[src/design/plsc_pkg.sv]
package plsc_pkg;
  localparam int unsigned N_IN   = 12;
  localparam int unsigned N_OUT  = 7;
  localparam logic [7:0]  FN_W   = 8'h08;
  // Input function codes
  localparam logic [7:0]  IFN_LOOP_EN   = 8'h0e;
  localparam logic [7:0]  IFN_INVERT    = 8'h40;
  localparam logic [7:0]  IFN_ICLEAR    = 8'h48;
  // Output function codes (positive logic; OFN_NEG_BASE is the offset to negative logic)
  localparam logic [7:0]  OFN_LOWER     = 8'h0e;
  localparam logic [7:0]  OFN_UPPER     = 8'h0f;
  localparam logic [7:0]  OFN_ROT       = 8'h10;
  localparam logic [7:0]  OFN_ACTIVE    = 8'h2f;
  localparam logic [7:0]  OFN_DEVLIM    = 8'h30;
  localparam logic [7:0]  OFN_SUSPEND   = 8'h46;
  localparam logic [7:0]  OFN_NEG_BASE  = 8'h64;
  // Loop modes
  localparam logic [7:0]  MODE_DEV_REV   = 8'h0a;
  localparam logic [7:0]  MODE_DEV_FWD   = 8'h0b;
  localparam logic [7:0]  MODE_MEAS_REV  = 8'h14;
  localparam logic [7:0]  MODE_MEAS_FWD  = 8'h15;
  localparam logic [7:0]  MODE_NDEV_REV  = 8'h32;
  localparam logic [7:0]  MODE_NDEV_FWD  = 8'h33;
  localparam logic [7:0]  MODE_NMEAS_REV = 8'h3c;
  localparam logic [7:0]  MODE_NMEAS_FWD = 8'h3d;
  localparam logic [7:0]  MODE_FREE_OFS  = 8'h64;
  // Values in tenths of a percent, ADC_FULL in ADC counts; 9999 disables
  localparam logic [15:0] VAL_NONE      = 16'h270f;
  localparam logic [15:0] PCT_FULL      = 16'h03e8;
  localparam logic [15:0] ADC_FULL      = 16'h0fff;
  // Analog input select groups
  localparam logic [7:0]  AIN_5V_MASK   = 8'h01;
  // One bit per select code: set where the bipolar input spans plus/minus 5 V
  localparam logic [31:0] AIN_BIP5_SET  = 32'h0002b0ac;
  localparam logic [4:0]  AIN_MA_A      = 5'h06;
  localparam logic [4:0]  AIN_MA_B      = 5'h07;
  localparam logic [4:0]  AIN_MA_C      = 5'h10;
  localparam logic [4:0]  AIN_MA_D      = 5'h11;
  localparam logic [1:0]  T2_4_20MA     = 2'h0;
  localparam logic [1:0]  T2_1_5V       = 2'h1;
  localparam logic [1:0]  T2_2_10V      = 2'h2;
  localparam logic [12:0] ADC_OFS_FIFTH = 13'h0333;
  localparam logic [12:0] ADC_SPAN_4_5  = 13'h0ccc;
  localparam logic [15:0] FLAGS_RST     = 16'h0000;
endpackage

[src/design/plsc_outmux.sv]
`timescale 1ns/100ps
`default_nettype none
module plsc_outmux
  import plsc_pkg::*;
(
  input  wire logic [7:0] func_i,
  input  wire logic [5:0] flags_i,
  output logic            level_o
);
  logic [7:0] base;
  logic       sel;
  always_comb begin
    base = (func_i >= OFN_NEG_BASE) ? 8'(func_i - OFN_NEG_BASE) : func_i;
    unique case (base)
      OFN_UPPER:   sel = flags_i[0];
      OFN_LOWER:   sel = flags_i[1];
      OFN_ROT:     sel = flags_i[2];
      OFN_ACTIVE:  sel = flags_i[3];
      OFN_SUSPEND: sel = flags_i[4];
      OFN_DEVLIM:  sel = flags_i[5];
      default:     sel = 1'b0;
    endcase
    level_o = (func_i >= OFN_NEG_BASE) ? ~sel : sel; // see RULE19
  end
endmodule
`default_nettype wire

[src/design/plsc_top.sv]
// What this block does
// RULE1: Loop enable asserted runs closed loop; otherwise plain open-loop operation.
// RULE2: Network or enable-free loop modes run the loop without the enable input.
// RULE3: Measured modes take set point from analog or parameter, feedback from terminal two.
// RULE4: Deviation modes take external deviation from the bipolar analog terminal.
// RULE5: Action invert input swaps forward and reverse action.
// RULE6: Integral clear input holds integral and differential terms cleared.
// RULE7: Input terminals map functions by code 14, 64, 72.
// RULE8: Set point scaled to 0..100 percent over 0-5 V, 0-10 V or 0-20 mA.
// RULE9: Set-point parameter 9999 selects analog set point, else parameter value.
// RULE10: Measured value scaled over 4-20 mA, 1-5 V or 2-10 V by select 0,1,2.
// RULE11: Deviation scaled to plus/minus 100 percent over 5 V or 10 V span.
// RULE12: Network modes 50/51 supply deviation; 60/61 supply set point and measured.
// RULE13: Upper-limit flag when measured above limit, measured/network modes, limit not 9999.
// RULE14: Lower-limit flag when measured below limit, same conditions.
// RULE15: Rotation output high for forward indication, low for reverse or stop.
// RULE16: Loop-active output high while closed loop is in effect.
// RULE17: Suspension flag while interruption is active and detect time not 9999; the code also requires loop_run.
// RULE18: Deviation-limit flag when absolute deviation exceeds limit not 9999.
// RULE19: Output codes 100 and above drive the selected function inverted.
// RULE20: Inputs synchronised; outputs registered once per control cycle.
`timescale 1ns/100ps
`default_nettype none
module plsc_top
  import plsc_pkg::*;
(
  input  wire logic                clk_i,
  input  wire logic                arst_n_i,
  input  wire logic [N_IN-1:0]     in_pin_i,
  input  wire logic [N_IN*8-1:0]   input_function_select_i,
  input  wire logic [N_OUT*8-1:0]  output_function_select_i,
  input  wire logic [7:0]          loop_mode_select_i,
  input  wire logic [4:0]          analog_input_select_i,
  input  wire logic [1:0]          second_terminal_input_select_i,
  input  wire logic [15:0]         setpoint_value_i,
  input  wire logic [15:0]         upper_limit_value_i,
  input  wire logic [15:0]         lower_limit_value_i,
  input  wire logic [15:0]         deviation_limit_value_i,
  input  wire logic [15:0]         suspend_detect_time_i,
  input  wire logic [11:0]         adc_setpoint_i,
  input  wire logic [11:0]         adc_measured_i,
  input  wire logic [11:0]         adc_deviation_i,
  input  wire logic [15:0]         net_setpoint_i,
  input  wire logic [15:0]         net_measured_i,
  input  wire logic signed [15:0]  net_deviation_i,
  input  wire logic                suspend_active_i,
  input  wire logic                panel_forward_i,
  output logic                     loop_run_o,
  output logic                     reverse_action_o,
  output logic                     accum_clear_o,
  output logic [15:0]              setpoint_pct_o,
  output logic [15:0]              measured_pct_o,
  output logic signed [15:0]       deviation_pct_o,
  output logic [N_OUT-1:0]         out_pin_o
);
  logic [N_IN-1:0]  sync1_reg;
  logic [N_IN-1:0]  sync2_reg;
  logic [N_IN-1:0]  is_en;
  logic [N_IN-1:0]  is_inv;
  logic [N_IN-1:0]  is_clr;
  logic             loop_enable_input;
  logic             action_invert_input;
  logic             integral_clear_input;
  logic             mode_dev;
  logic             mode_meas;
  logic             mode_ndev;
  logic             mode_nmeas;
  logic             mode_free;
  logic             mode_fwd;
  logic             loop_run;
  logic [15:0]      sp_analog;
  logic [15:0]      sp_pct;
  logic [15:0]      pv_pct;
  logic signed [15:0] dev_pct;
  logic signed [15:0] dev_abs;
  logic [12:0]      pv_raw;
  logic [5:0]       flags;
  logic [N_OUT-1:0] pin_level;
  logic             upper_limit_flag;
  logic             lower_limit_flag;
  logic             deviation_limit_flag;
  logic [7:0]       base_mode;

  // Two-stage input synchroniser
  always_ff @(posedge clk_i or negedge arst_n_i) begin
    if (!arst_n_i) begin
      sync1_reg <= '0;
      sync2_reg <= '0;
    end else begin
      sync1_reg <= in_pin_i;
      sync2_reg <= sync1_reg; // see RULE20
    end
  end

  genvar gi;
  generate
    for (gi = 0; gi < N_IN; gi++) begin : g_in
      assign is_en[gi]  = sync2_reg[gi] && input_function_select_i[gi*8 +: 8] == IFN_LOOP_EN;
      assign is_inv[gi] = sync2_reg[gi] && input_function_select_i[gi*8 +: 8] == IFN_INVERT;
      assign is_clr[gi] = sync2_reg[gi] && input_function_select_i[gi*8 +: 8] == IFN_ICLEAR;
    end
  endgenerate
  assign loop_enable_input    = |is_en;  // see RULE7
  assign action_invert_input  = |is_inv; // see RULE7
  assign integral_clear_input = |is_clr; // see RULE7

  assign base_mode  = (loop_mode_select_i >= MODE_FREE_OFS) ?
                      8'(loop_mode_select_i - MODE_FREE_OFS) : loop_mode_select_i;
  assign mode_dev   = base_mode == MODE_DEV_REV || base_mode == MODE_DEV_FWD;
  assign mode_meas  = base_mode == MODE_MEAS_REV || base_mode == MODE_MEAS_FWD;
  assign mode_ndev  = loop_mode_select_i == MODE_NDEV_REV || loop_mode_select_i == MODE_NDEV_FWD;
  assign mode_nmeas = loop_mode_select_i == MODE_NMEAS_REV
                      || loop_mode_select_i == MODE_NMEAS_FWD;
  assign mode_free  = loop_mode_select_i >= MODE_FREE_OFS && (mode_dev || mode_meas);
  assign mode_fwd   = loop_mode_select_i[0];
  assign loop_run   = (mode_dev || mode_meas || mode_ndev || mode_nmeas)
                      && (loop_enable_input                          // see RULE1
                          || mode_ndev || mode_nmeas || mode_free);  // see RULE2

  // Analog scaling to tenths of a percent
  always_comb begin
    if (analog_input_select_i == AIN_MA_A || analog_input_select_i == AIN_MA_B
        || analog_input_select_i == AIN_MA_C || analog_input_select_i == AIN_MA_D) begin
      sp_analog = 16'((32'(adc_setpoint_i) * 32'(PCT_FULL)) / 32'(ADC_FULL)); // see RULE8
    end else if (analog_input_select_i[0] & AIN_5V_MASK[0]) begin
      sp_analog = 16'((32'(adc_setpoint_i) * 32'(PCT_FULL) * 2) / 32'(ADC_FULL)); // see RULE8
    end else begin
      sp_analog = 16'((32'(adc_setpoint_i) * 32'(PCT_FULL)) / 32'(ADC_FULL)); // see RULE8
    end
    if (sp_analog > PCT_FULL) begin
      sp_analog = PCT_FULL;
    end
  end

  always_comb begin
    unique case (second_terminal_input_select_i)
      T2_1_5V:  pv_raw = 13'({1'b0, adc_measured_i}) * 13'h2; // see RULE10
      default:  pv_raw = 13'({1'b0, adc_measured_i});         // see RULE10
    endcase
    if (pv_raw <= ADC_OFS_FIFTH) begin
      pv_pct = 16'h0000;
    end else begin
      pv_pct = 16'((32'(pv_raw - ADC_OFS_FIFTH) * 32'(PCT_FULL)) / 32'(ADC_SPAN_4_5));
    end
    if (pv_pct > PCT_FULL) begin
      pv_pct = PCT_FULL;
    end
    if (mode_nmeas) begin
      pv_pct = net_measured_i; // see RULE12
    end
  end

  always_comb begin
    sp_pct = (setpoint_value_i == VAL_NONE) ? sp_analog : setpoint_value_i; // see RULE9 RULE3
    if (mode_nmeas) begin
      sp_pct = net_setpoint_i; // see RULE12
    end
    if (mode_dev) begin
      // Bipolar: midscale is zero; 5 V span doubles the gain
      dev_pct = 16'(((32'(signed'({1'b0, adc_deviation_i})) - 32'sd2048)
                * 32'sd1000) / 32'sd2048); // see RULE4 RULE11
      if (AIN_BIP5_SET[analog_input_select_i]) begin
        dev_pct = 16'(32'(dev_pct) * 2); // see RULE11
      end
      if (dev_pct > 16'sd1000) dev_pct = 16'sd1000;
      if (dev_pct < -16'sd1000) dev_pct = -16'sd1000;
    end else if (mode_ndev) begin
      dev_pct = net_deviation_i; // see RULE12
    end else begin
      dev_pct = 16'(signed'(sp_pct) - signed'(pv_pct)); // see RULE3
    end
    dev_abs = dev_pct[15] ? 16'(-dev_pct) : dev_pct;
  end

  assign upper_limit_flag = (mode_meas || mode_nmeas) && upper_limit_value_i != VAL_NONE
                            && pv_pct > upper_limit_value_i; // see RULE13
  assign lower_limit_flag = (mode_meas || mode_nmeas) && lower_limit_value_i != VAL_NONE
                            && pv_pct < lower_limit_value_i; // see RULE14
  assign deviation_limit_flag = deviation_limit_value_i != VAL_NONE
                                && dev_abs > signed'(deviation_limit_value_i); // see RULE18
  assign flags = {deviation_limit_flag,
                  loop_run && suspend_active_i && suspend_detect_time_i != VAL_NONE, // see RULE17
                  loop_run,        // see RULE16
                  panel_forward_i, // see RULE15
                  lower_limit_flag,
                  upper_limit_flag};

  generate
    for (gi = 0; gi < N_OUT; gi++) begin : g_out
      plsc_outmux u_mux (
        .func_i  (output_function_select_i[gi*8 +: 8]),
        .flags_i (flags),
        .level_o (pin_level[gi])
      );
    end
  endgenerate

  // Registered loop control and values
  always_ff @(posedge clk_i or negedge arst_n_i) begin
    if (!arst_n_i) begin
      loop_run_o       <= 1'b0;
      reverse_action_o <= 1'b0;
      accum_clear_o    <= 1'b1;
    end else begin
      loop_run_o       <= loop_run;                          // see RULE1
      reverse_action_o <= ~mode_fwd ^ action_invert_input;   // see RULE5
      accum_clear_o    <= integral_clear_input || !loop_run; // see RULE6
    end
  end

  always_ff @(posedge clk_i or negedge arst_n_i) begin
    if (!arst_n_i) begin
      setpoint_pct_o  <= '0;
      measured_pct_o  <= '0;
      deviation_pct_o <= '0;
    end else begin
      setpoint_pct_o  <= sp_pct;
      measured_pct_o  <= pv_pct;
      deviation_pct_o <= dev_pct;
    end
  end

  always_ff @(posedge clk_i or negedge arst_n_i) begin
    if (!arst_n_i) begin
      out_pin_o <= '0;
    end else begin
      out_pin_o <= pin_level; // see RULE20
    end
  end
endmodule
`default_nettype wire

[config.mk]
export PLATFORM = sky130hd
export DESIGN_NAME = plsc_top
export DESIGN_NICKNAME = d
export VERILOG_FILES = /design/src/design/plsc_pkg.sv /design/src/design/plsc_outmux.sv /design/src/design/plsc_top.sv
export SDC_FILE = /design/constraint.sdc
export NUM_CORES = 1
export LEC_CHECK = 0
export ABC_CLOCK_PERIOD_IN_PS = 3200
export BUFFER_PORTS_ARGS = -buffer_cell sky130_fd_sc_hd__buf_2
export CORE_UTILIZATION = 35
export CTS_BUF_LIST = sky130_fd_sc_hd__clkbuf_8
export DETAILED_ROUTE_END_ITERATION = 10
export SLEW_MARGIN = 20
export SYNTH_ARGS = -nofsm -noshare
export SYNTH_HDL_FRONTEND = slang
export SYNTH_SLANG_ARGS = --single-unit
[constraint.sdc]
create_clock -name clk_i -period 3.2 [get_ports clk_i]
set_input_delay 0.16 -clock clk_i [delete_from_list [all_inputs] [get_ports clk_i]]
set_output_delay 0.16 -clock clk_i [all_outputs]
set_load 0.02 [all_outputs]
# Word-level counts from Yosys, hierarchy flattened
# Memory sizes are Yosys's and may differ from the RTL's.
# Cells that the tools add are included.
[classes]
eq_ne = 96
addsub = 13
shift = 0
n_bitwise = 10
n_lt_le_gt_ge = 17
mul = 3
div_mod_pow = 3
n_reduce_logical = 65
n_mux = 40
[ops]
columns = ["operator", "count"]
rows = [
  ["two-way mux 16 bit", 16],
  ["equality test 8 x 7 -> 1 bit (second input constant)", 31],
  ["equality test 8 x 4 -> 1 bit (second input constant)", 28],
  ["equality test 8 x 6 -> 1 bit (second input constant)", 18],
  ["equality test 8 x 5 -> 1 bit (second input constant)", 9],
  [">= comparator 8 x 7 -> 1 bit (second input constant)", 8],
  ["two-way mux 8 bit", 8],
  ["inequality test 16 x 14 -> 1 bit (second input constant)", 4],
  ["subtractor 8 x 7 -> 8 bit (second input constant)", 8],
  ["logical AND 1 bit", 45],
  ["one-hot mux 1 bit (6 select lines)", 7],
  ["OR reduction 12 bit", 3],
  ["divider 22 x 12 -> 32 bit (second input constant)", 1],
  ["divider 23 x 12 -> 32 bit (second input constant)", 1],
  ["divider 32 x 12 -> 32 bit (second input constant)", 1],
  ["greater-than comparator 16 x 10 -> 1 bit (second input constant)", 2],
  ["greater-than comparator 16 bit", 2],
  ["multiplier 32 x 7 -> 29 bit (second input constant)", 1],
  ["multiplier 13 x 8 -> 21 bit (second input constant)", 1],
  ["multiplier 12 x 7 -> 19 bit (second input constant)", 1],
  ["adder 16 x 1 -> 16 bit", 1],
  ["equality test 16 x 14 -> 1 bit (second input constant)", 1],
  ["greater-than comparator 16 x 11 -> 1 bit (second input constant)", 1],
  ["< comparator 16 x 11 -> 1 bit (second input constant)", 1],
  ["18 further kinds", 48],
]
[totals]
reg_bits = 82
rom_bits = 32
latchBits = 0
ram_bits = 0
mem_count = 1
output_inout_bits = 58
[mem_list]
columns = ["memory", "depth", "word_bits", "rd", "rd_ports_with_merged_regs", "write_ports", "line", "rtl"]
rows = [
  ["(name not given)", 32, 1, 1, 0, 0, "plsc_top.sv:162", "if (AIN_BIP5_SET[analog_input_select_i]) begin"],
]

# Logic depth before layout (Yosys ltp)
[logic_depth]
word_depth = 20
mapped_depth = 149
ltp_nobuf = 132

# Modules after synthesis
# A second synthesis with hierarchy kept.
[hier_totals]
cells_unflattened = 3845
area_unflattened_um2 = 28813.9
[modules_own_cells]
columns = ["mod", "instances", "seq_area_each_um2", "cells_each", "area_each_um2"]
rows = [
  ["plsc_top", 1, 2053.2, 3425, 25617.1],
  ["plsc_outmux", 7, 0.0, 60, 456.7],
]

# Worst setup path after synthesis
# No wires, ideal clock.
[synth_timing]
kind = "input port to flip-flop"
start = "input port second_terminal_input_select_i[0]"
end = "register out_pin_o[6]"
required_ns = 3.065
path_slack_ns = -24.304
arrival_time_ns = 27.369
path_buffers = 8
path_stages = 136
path_cell_list = "nor2b_1 buf_4 mux2i_1 inv_1 ha_1 clkbuf_1 nor2_1 o21ai_0 xnor2_1 xnor2_1 inv_1 ha_1 or2_2 fa_1 inv_1 fa_1 inv_1 fa_1 [... 100 more ...] xnor2_1 ha_1 and4_1 a221o_1 a21o_1 a21oi_1 nor2b_1 o21ai_0 nand2_1 a211oi_1 mux2i_1 nand3_1 inv_1 a21oi_1 a31o_2 a221oi_1 a21oi_1 xnor2_1"
[synth_via]
elab_chain_len = 19
[synth_lines]
columns = ["element", "line", "rtl"]
rows = [
  ["start: declaration", "plsc_top.sv:34", "input wire logic [1:0] second_terminal_input_select_i,"],
  ["equality test 2 x 1 -> 1 bit (*)", "plsc_top.sv:136", "unique case (second_terminal_input_select_i)"],
  ["two-way mux 13 bit (*)", "plsc_top.sv:136", ""],
  ["subtractor 13 x 10 -> 14 bit", "plsc_top.sv:143", "pv_pct = 16'((32'(pv_raw - ADC_OFS_FIFTH) * 32'(PCT_FULL)) / 32'(ADC_SPAN_4_5));"],
  ["multiplier 32 x 7 -> 29 bit", "plsc_top.sv:143", ""],
  ["divider 32 x 12 -> 32 bit", "plsc_top.sv:143", ""],
  ["two-way mux 16 bit (*)", "plsc_top.sv:140", "if (pv_raw <= ADC_OFS_FIFTH) begin"],
  ["greater-than comparator 16 x 10 -> 1 bit", "plsc_top.sv:145", "if (pv_pct > PCT_FULL) begin"],
  ["two-way mux 16 bit (*)", "plsc_top.sv:145", ""],
  ["[... 1 more ...]", "--", ""],
  ["via pv_pct[3]", "plsc_top.sv:73", "logic [15:0] pv_pct;"],
  ["[... 3 more ...]", "--", ""],
  ["via dev_pct[15]", "plsc_top.sv:74", "logic signed [15:0] dev_pct;"],
  ["negator 16 bit", "plsc_top.sv:172", "dev_abs = dev_pct[15] ? 16'(-dev_pct) : dev_pct;"],
  ["two-way mux 16 bit (*)", "plsc_top.sv:172", ""],
  ["greater-than comparator 16 bit (*)", "plsc_top.sv:180", "&& dev_abs > signed'(deviation_limit_value_i);"],
  ["logical AND 1 bit (*)", "plsc_top.sv:180", ""],
  ["one-hot mux 1 bit (6 select lines) (*)", "plsc_outmux.sv:14", "unique case (base)"],
  ["NOT 1 bit", "plsc_outmux.sv:23", "level_o = (func_i >= OFN_NEG_BASE) ? ~sel : sel;"],
  ["two-way mux 1 bit (*)", "plsc_outmux.sv:23", ""],
  ["via g_out[6].u_mux.level_o", "plsc_outmux.sv:8", "output logic level_o"],
  ["end signal: assignment", "plsc_top.sv:227", "out_pin_o <= pin_level;"],
  ["end: declaration", "plsc_top.sv:54", "output logic [N_OUT-1:0] out_pin_o"],
]
# The timed path passes the listed nets; every way through them passes the cells marked *.

# Final worst setup path
[layout_timing]
start = "input port second_terminal_input_select_i[0]"
end = "register out_pin_o[2]"
[layout_via]
elab_chain_len = 19
[layout_lines]
columns = ["element", "line"]
rows = [
  ["equality test 2 x 1 -> 1 bit (*)", "plsc_top.sv:136"],
  ["two-way mux 13 bit (*)", "plsc_top.sv:136"],
  ["subtractor 13 x 10 -> 14 bit", "plsc_top.sv:143"],
  ["multiplier 32 x 7 -> 29 bit", "plsc_top.sv:143"],
  ["divider 32 x 12 -> 32 bit", "plsc_top.sv:143"],
  ["two-way mux 16 bit (*)", "plsc_top.sv:140"],
  ["greater-than comparator 16 x 10 -> 1 bit", "plsc_top.sv:145"],
  ["two-way mux 16 bit (*)", "plsc_top.sv:145"],
  ["[... 1 more ...]", "--"],
  ["via pv_pct[3]", "plsc_top.sv:73"],
  ["[... 3 more ...]", "--"],
  ["negator 16 bit", "plsc_top.sv:172"],
  ["two-way mux 16 bit", "plsc_top.sv:172"],
  ["greater-than comparator 16 bit", "plsc_top.sv:180"],
  ["logical AND 1 bit", "plsc_top.sv:180"],
  ["one-hot mux 1 bit (6 select lines) (*)", "plsc_outmux.sv:14"],
  ["NOT 1 bit", "plsc_outmux.sv:23"],
  ["two-way mux 1 bit (*)", "plsc_outmux.sv:23"],
  ["via g_out[2].u_mux.level_o", "plsc_outmux.sv:8"],
]
# Marks and branches as above.

==> impl_metrics.json <==
{
  "path_clk_slew_ps": 100,
  "dr.pass1.iters": 5,
  "cp.arrival_ps": 26150,
  "drive_gt1_share_pct": 46.3,
  "rr_worst_depth": 11,
  "worstSetupPathType": "input port to flip-flop",
  "largestRegisters": "deviation_pct_o (16), measured_pct_o (16), setpoint_pct_o (16)",
  "io_pins": 405,
  "ys_ff_latch": 82,
  "synth_commonest_cells": "inv_1 (308), nand2_1 (304), nor2_1 (292), ha_1 (232), o21ai_0 (229)",
  "setup_viol": 43,
  "cts_root_buffer": "clkbuf_8",
  "track_usage_pct": 25.7,
  "rsz0062_at_grt": "yes",
  "relSlewSlack_pct": 41.0,
  "die-area_sq_um": 77700,
  "worstReg2RegEnd": "out_pin_o[1]$_DFF_PN0_",
  "port-buffer-count": 404,
  "cp-endpoint": "out_pin_o[2]$_DFF_PN0_",
  "die_y_microns": 279,
  "die_w_microns": 279,
  "synth.area.top_cells": "ha_1 (11%), fa_1 (9.2%), dfrtp_1 (7.6%)",
  "grt_max_degree": 69,
  "wl_per_cell_microns": 16.5,
  "yosys_warnings": 0,
  "fill_cells": 6756,
  "r2r_start": "sync2_reg[7]$_DFF_PN0_",
  "worstPathRequired_ps": 3460,
  "vias": 33612,
  "start_util_pct": 35.4,
  "numCtsBuffers": 9,
  "gp_congestion": 0.938,
  "cap_violations": 0,
  "grt_pass1_wl_microns": 164000,
  "finalHoldViolCount": 0,
  "rrSetupSlack_ps": -80,
  "overflow": 0,
  "critPathCaptureType": "flip-flop",
  "cts.sinks": 82,
  "hold_class": "input port to flip-flop",
  "fin_nets": 6122,
  "fin_tns_setup_ps": -751150,
  "setup_slack_ps": -22690,
  "grt_pass1_vias": 32440,
  "path_common_cell": "a21o_1",
  "startpoint_type": "input port",
  "status": "finished, violations left",
  "clk_latency_ps": 390,
  "synth_edf_count": 0,
  "synth_area_per_cell_sq_um": 7.39,
  "cts_max_path_buffers": 2,
  "async_flop_share_pct": 100,
  "synthCells": 3630,
  "htreeDepth": 3,
  "synth_top_area_cell": "ha_1",
  "core-area_sq_um": 75800,
  "synth_most_common_cell": "inv_1",
  "dp_hpwl_microns": 86100,
  "synth_nets": 4332,
  "wirelength_microns": 106000,
  "min_period_over_period_pct": 809,
  "synth.distinct_cells": 144,
  "hold_ws_ps": 36.7,
  "cpPeakStageDelay_ps": 530,
  "tritoncts": "yes",
  "antenna_found_initial": 20,
  "slowest_stage": "fa_1",
  "via_per_inst": 5.24,
  "fin_skew_ps": 17.1,
  "failed_checks": "setup timing",
  "num_rows": 101,
  "yosysSeqAreaShare_pct": 7.66,
  "ant_nets": 0,
  "worst_pin_slew_ps": 885,
  "first_iter_violations": 1629,
  "netlist_area_sq_um": 26800,
  "drv_slew": 0,
  "syn_to_final_growth_pct": 66.6,
  "period_needed_ps": 25890,
  "fmax_mhz": 38.6,
  "route.detailed.drc": 0,
  "synthFlopType": "dfrtp_1",
  "yosysTopAreaCellShare_pct": 10.8,
  "crit_start": "second_terminal_input_select_i[0]",
  "cp_max_fo": 7
}
-- area by class of cell --
cell class                      count  area, sq um  area share [%]
Multi-Input combinational cell   3141        26300            58.8
Sequential cell                    82         2050            4.60
Inverter                          317         1200            2.69
Clock buffer                        9          124           0.277
Tap cell                          978         1220            2.74
Timing Repair Buffer             1869        13600            30.5
Antenna cell                       17         42.5          0.0952
Clock inverter                      7          124           0.277
-- timing repair --
item                                    in CTS  in global routing
hold buffers                                14                  0
hold endpoints to repair                    80                  0
resized for setup                          314                289
endpoints found under the setup margin      43                 44
buffers inserted                           165                 89
gates cloned                                 1                  0
pin swaps                                  227                229
-- kinds of logic (layout without fill, tap and decap cells) --
logic type,count (synthesis),count (layout),share of synthesized area [%]
simple gates,1343,1343,25.5
xor+xnor,277,277,9.13
mux,83,83,3.34
compound gates,1073,1073,27.7
other cells,0,17,0
flops,82,82,7.66
fa+ha+maj,365,365,20.4
buf+inv,407,2202,6.25
-- layer usage --
| layer | part of all wire [%] | global-route usage, % | wire length, microns | vias to the layer above |
|---|---|---|---|---|
| li1 | - | - | - | 16830 |
| met1 | 42 | 31.5 | 45100 | 15766 |
| met2 | 49 | 45.5 | 52000 | 801 |
| met3 | 4.4 | 3.43 | 4700 | 207 |
| met4 | 4.0 | 9.90 | 4230 | 8 |
| met5 | 0.064 | 0 | 68 | - |
-- worst min path at each step --
stage	from	to	slack [ps]	cells past startpoint
2_1_floorplan	arst_n_i	deviation_pct_o[0]$_DFF_PN0_	-140	0
3_3_place_gp	in_pin_i[4]	sync1_reg[4]$_DFF_PN0_	270	1
3_5_place_dp	in_pin_i[7]	sync1_reg[7]$_DFF_PN0_	270	1
4_1_cts	net_setpoint_i[2]	setpoint_pct_o[2]$_DFF_PN0_	-10	3
5_1_grt	net_setpoint_i[2]	setpoint_pct_o[2]$_DFF_PN0_	9	3
6_report	net_setpoint_i[2]	setpoint_pct_o[2]$_DFF_PN0_	40	3
-- per-stage QoR --
stage               instance area, sq um  setup slack, ps  instances  utilization, %
floorplan                          27800           -22560       3630               -
CTS                                42600           -22450       6326            56.2
detailed placement                 39700           -23930       6136            52.4
global route                       44600           -24050       6411            58.9
finish                             44700           -22690       6420            58.9
global placement                   39700           -23500       6136            52.4
-- cells in the final DEF, fill, tap and decap left out, drive strengths merged, types with 72 or more instances in the layout --
cell / instances
a21oi: 235
and2: 72
buf: 1854
dfrtp: 81
fa: 123
ha: 232
inv: 318
nand2: 307
nand3: 130
nor2: 297
nor3: 109
o21ai: 274
xnor2: 190
xor2: 86
-- worst max-delay path: cells and delay by family --
kind | cells | cell delay [ps]
multiplexers | 6 | 1670
AO/OA/AOI/OAI | 64 | 12680
AND/OR/NAND/NOR | 32 | 5160
adder cells (fa/ha/maj) | 9 | 3300
XOR/XNOR | 4 | 530
buffers and inverters | 20 | 2570
Power is left out: the tool's default activity adds up to more than one toggle a clock period on the data nets, which glitch-free logic cannot reach.
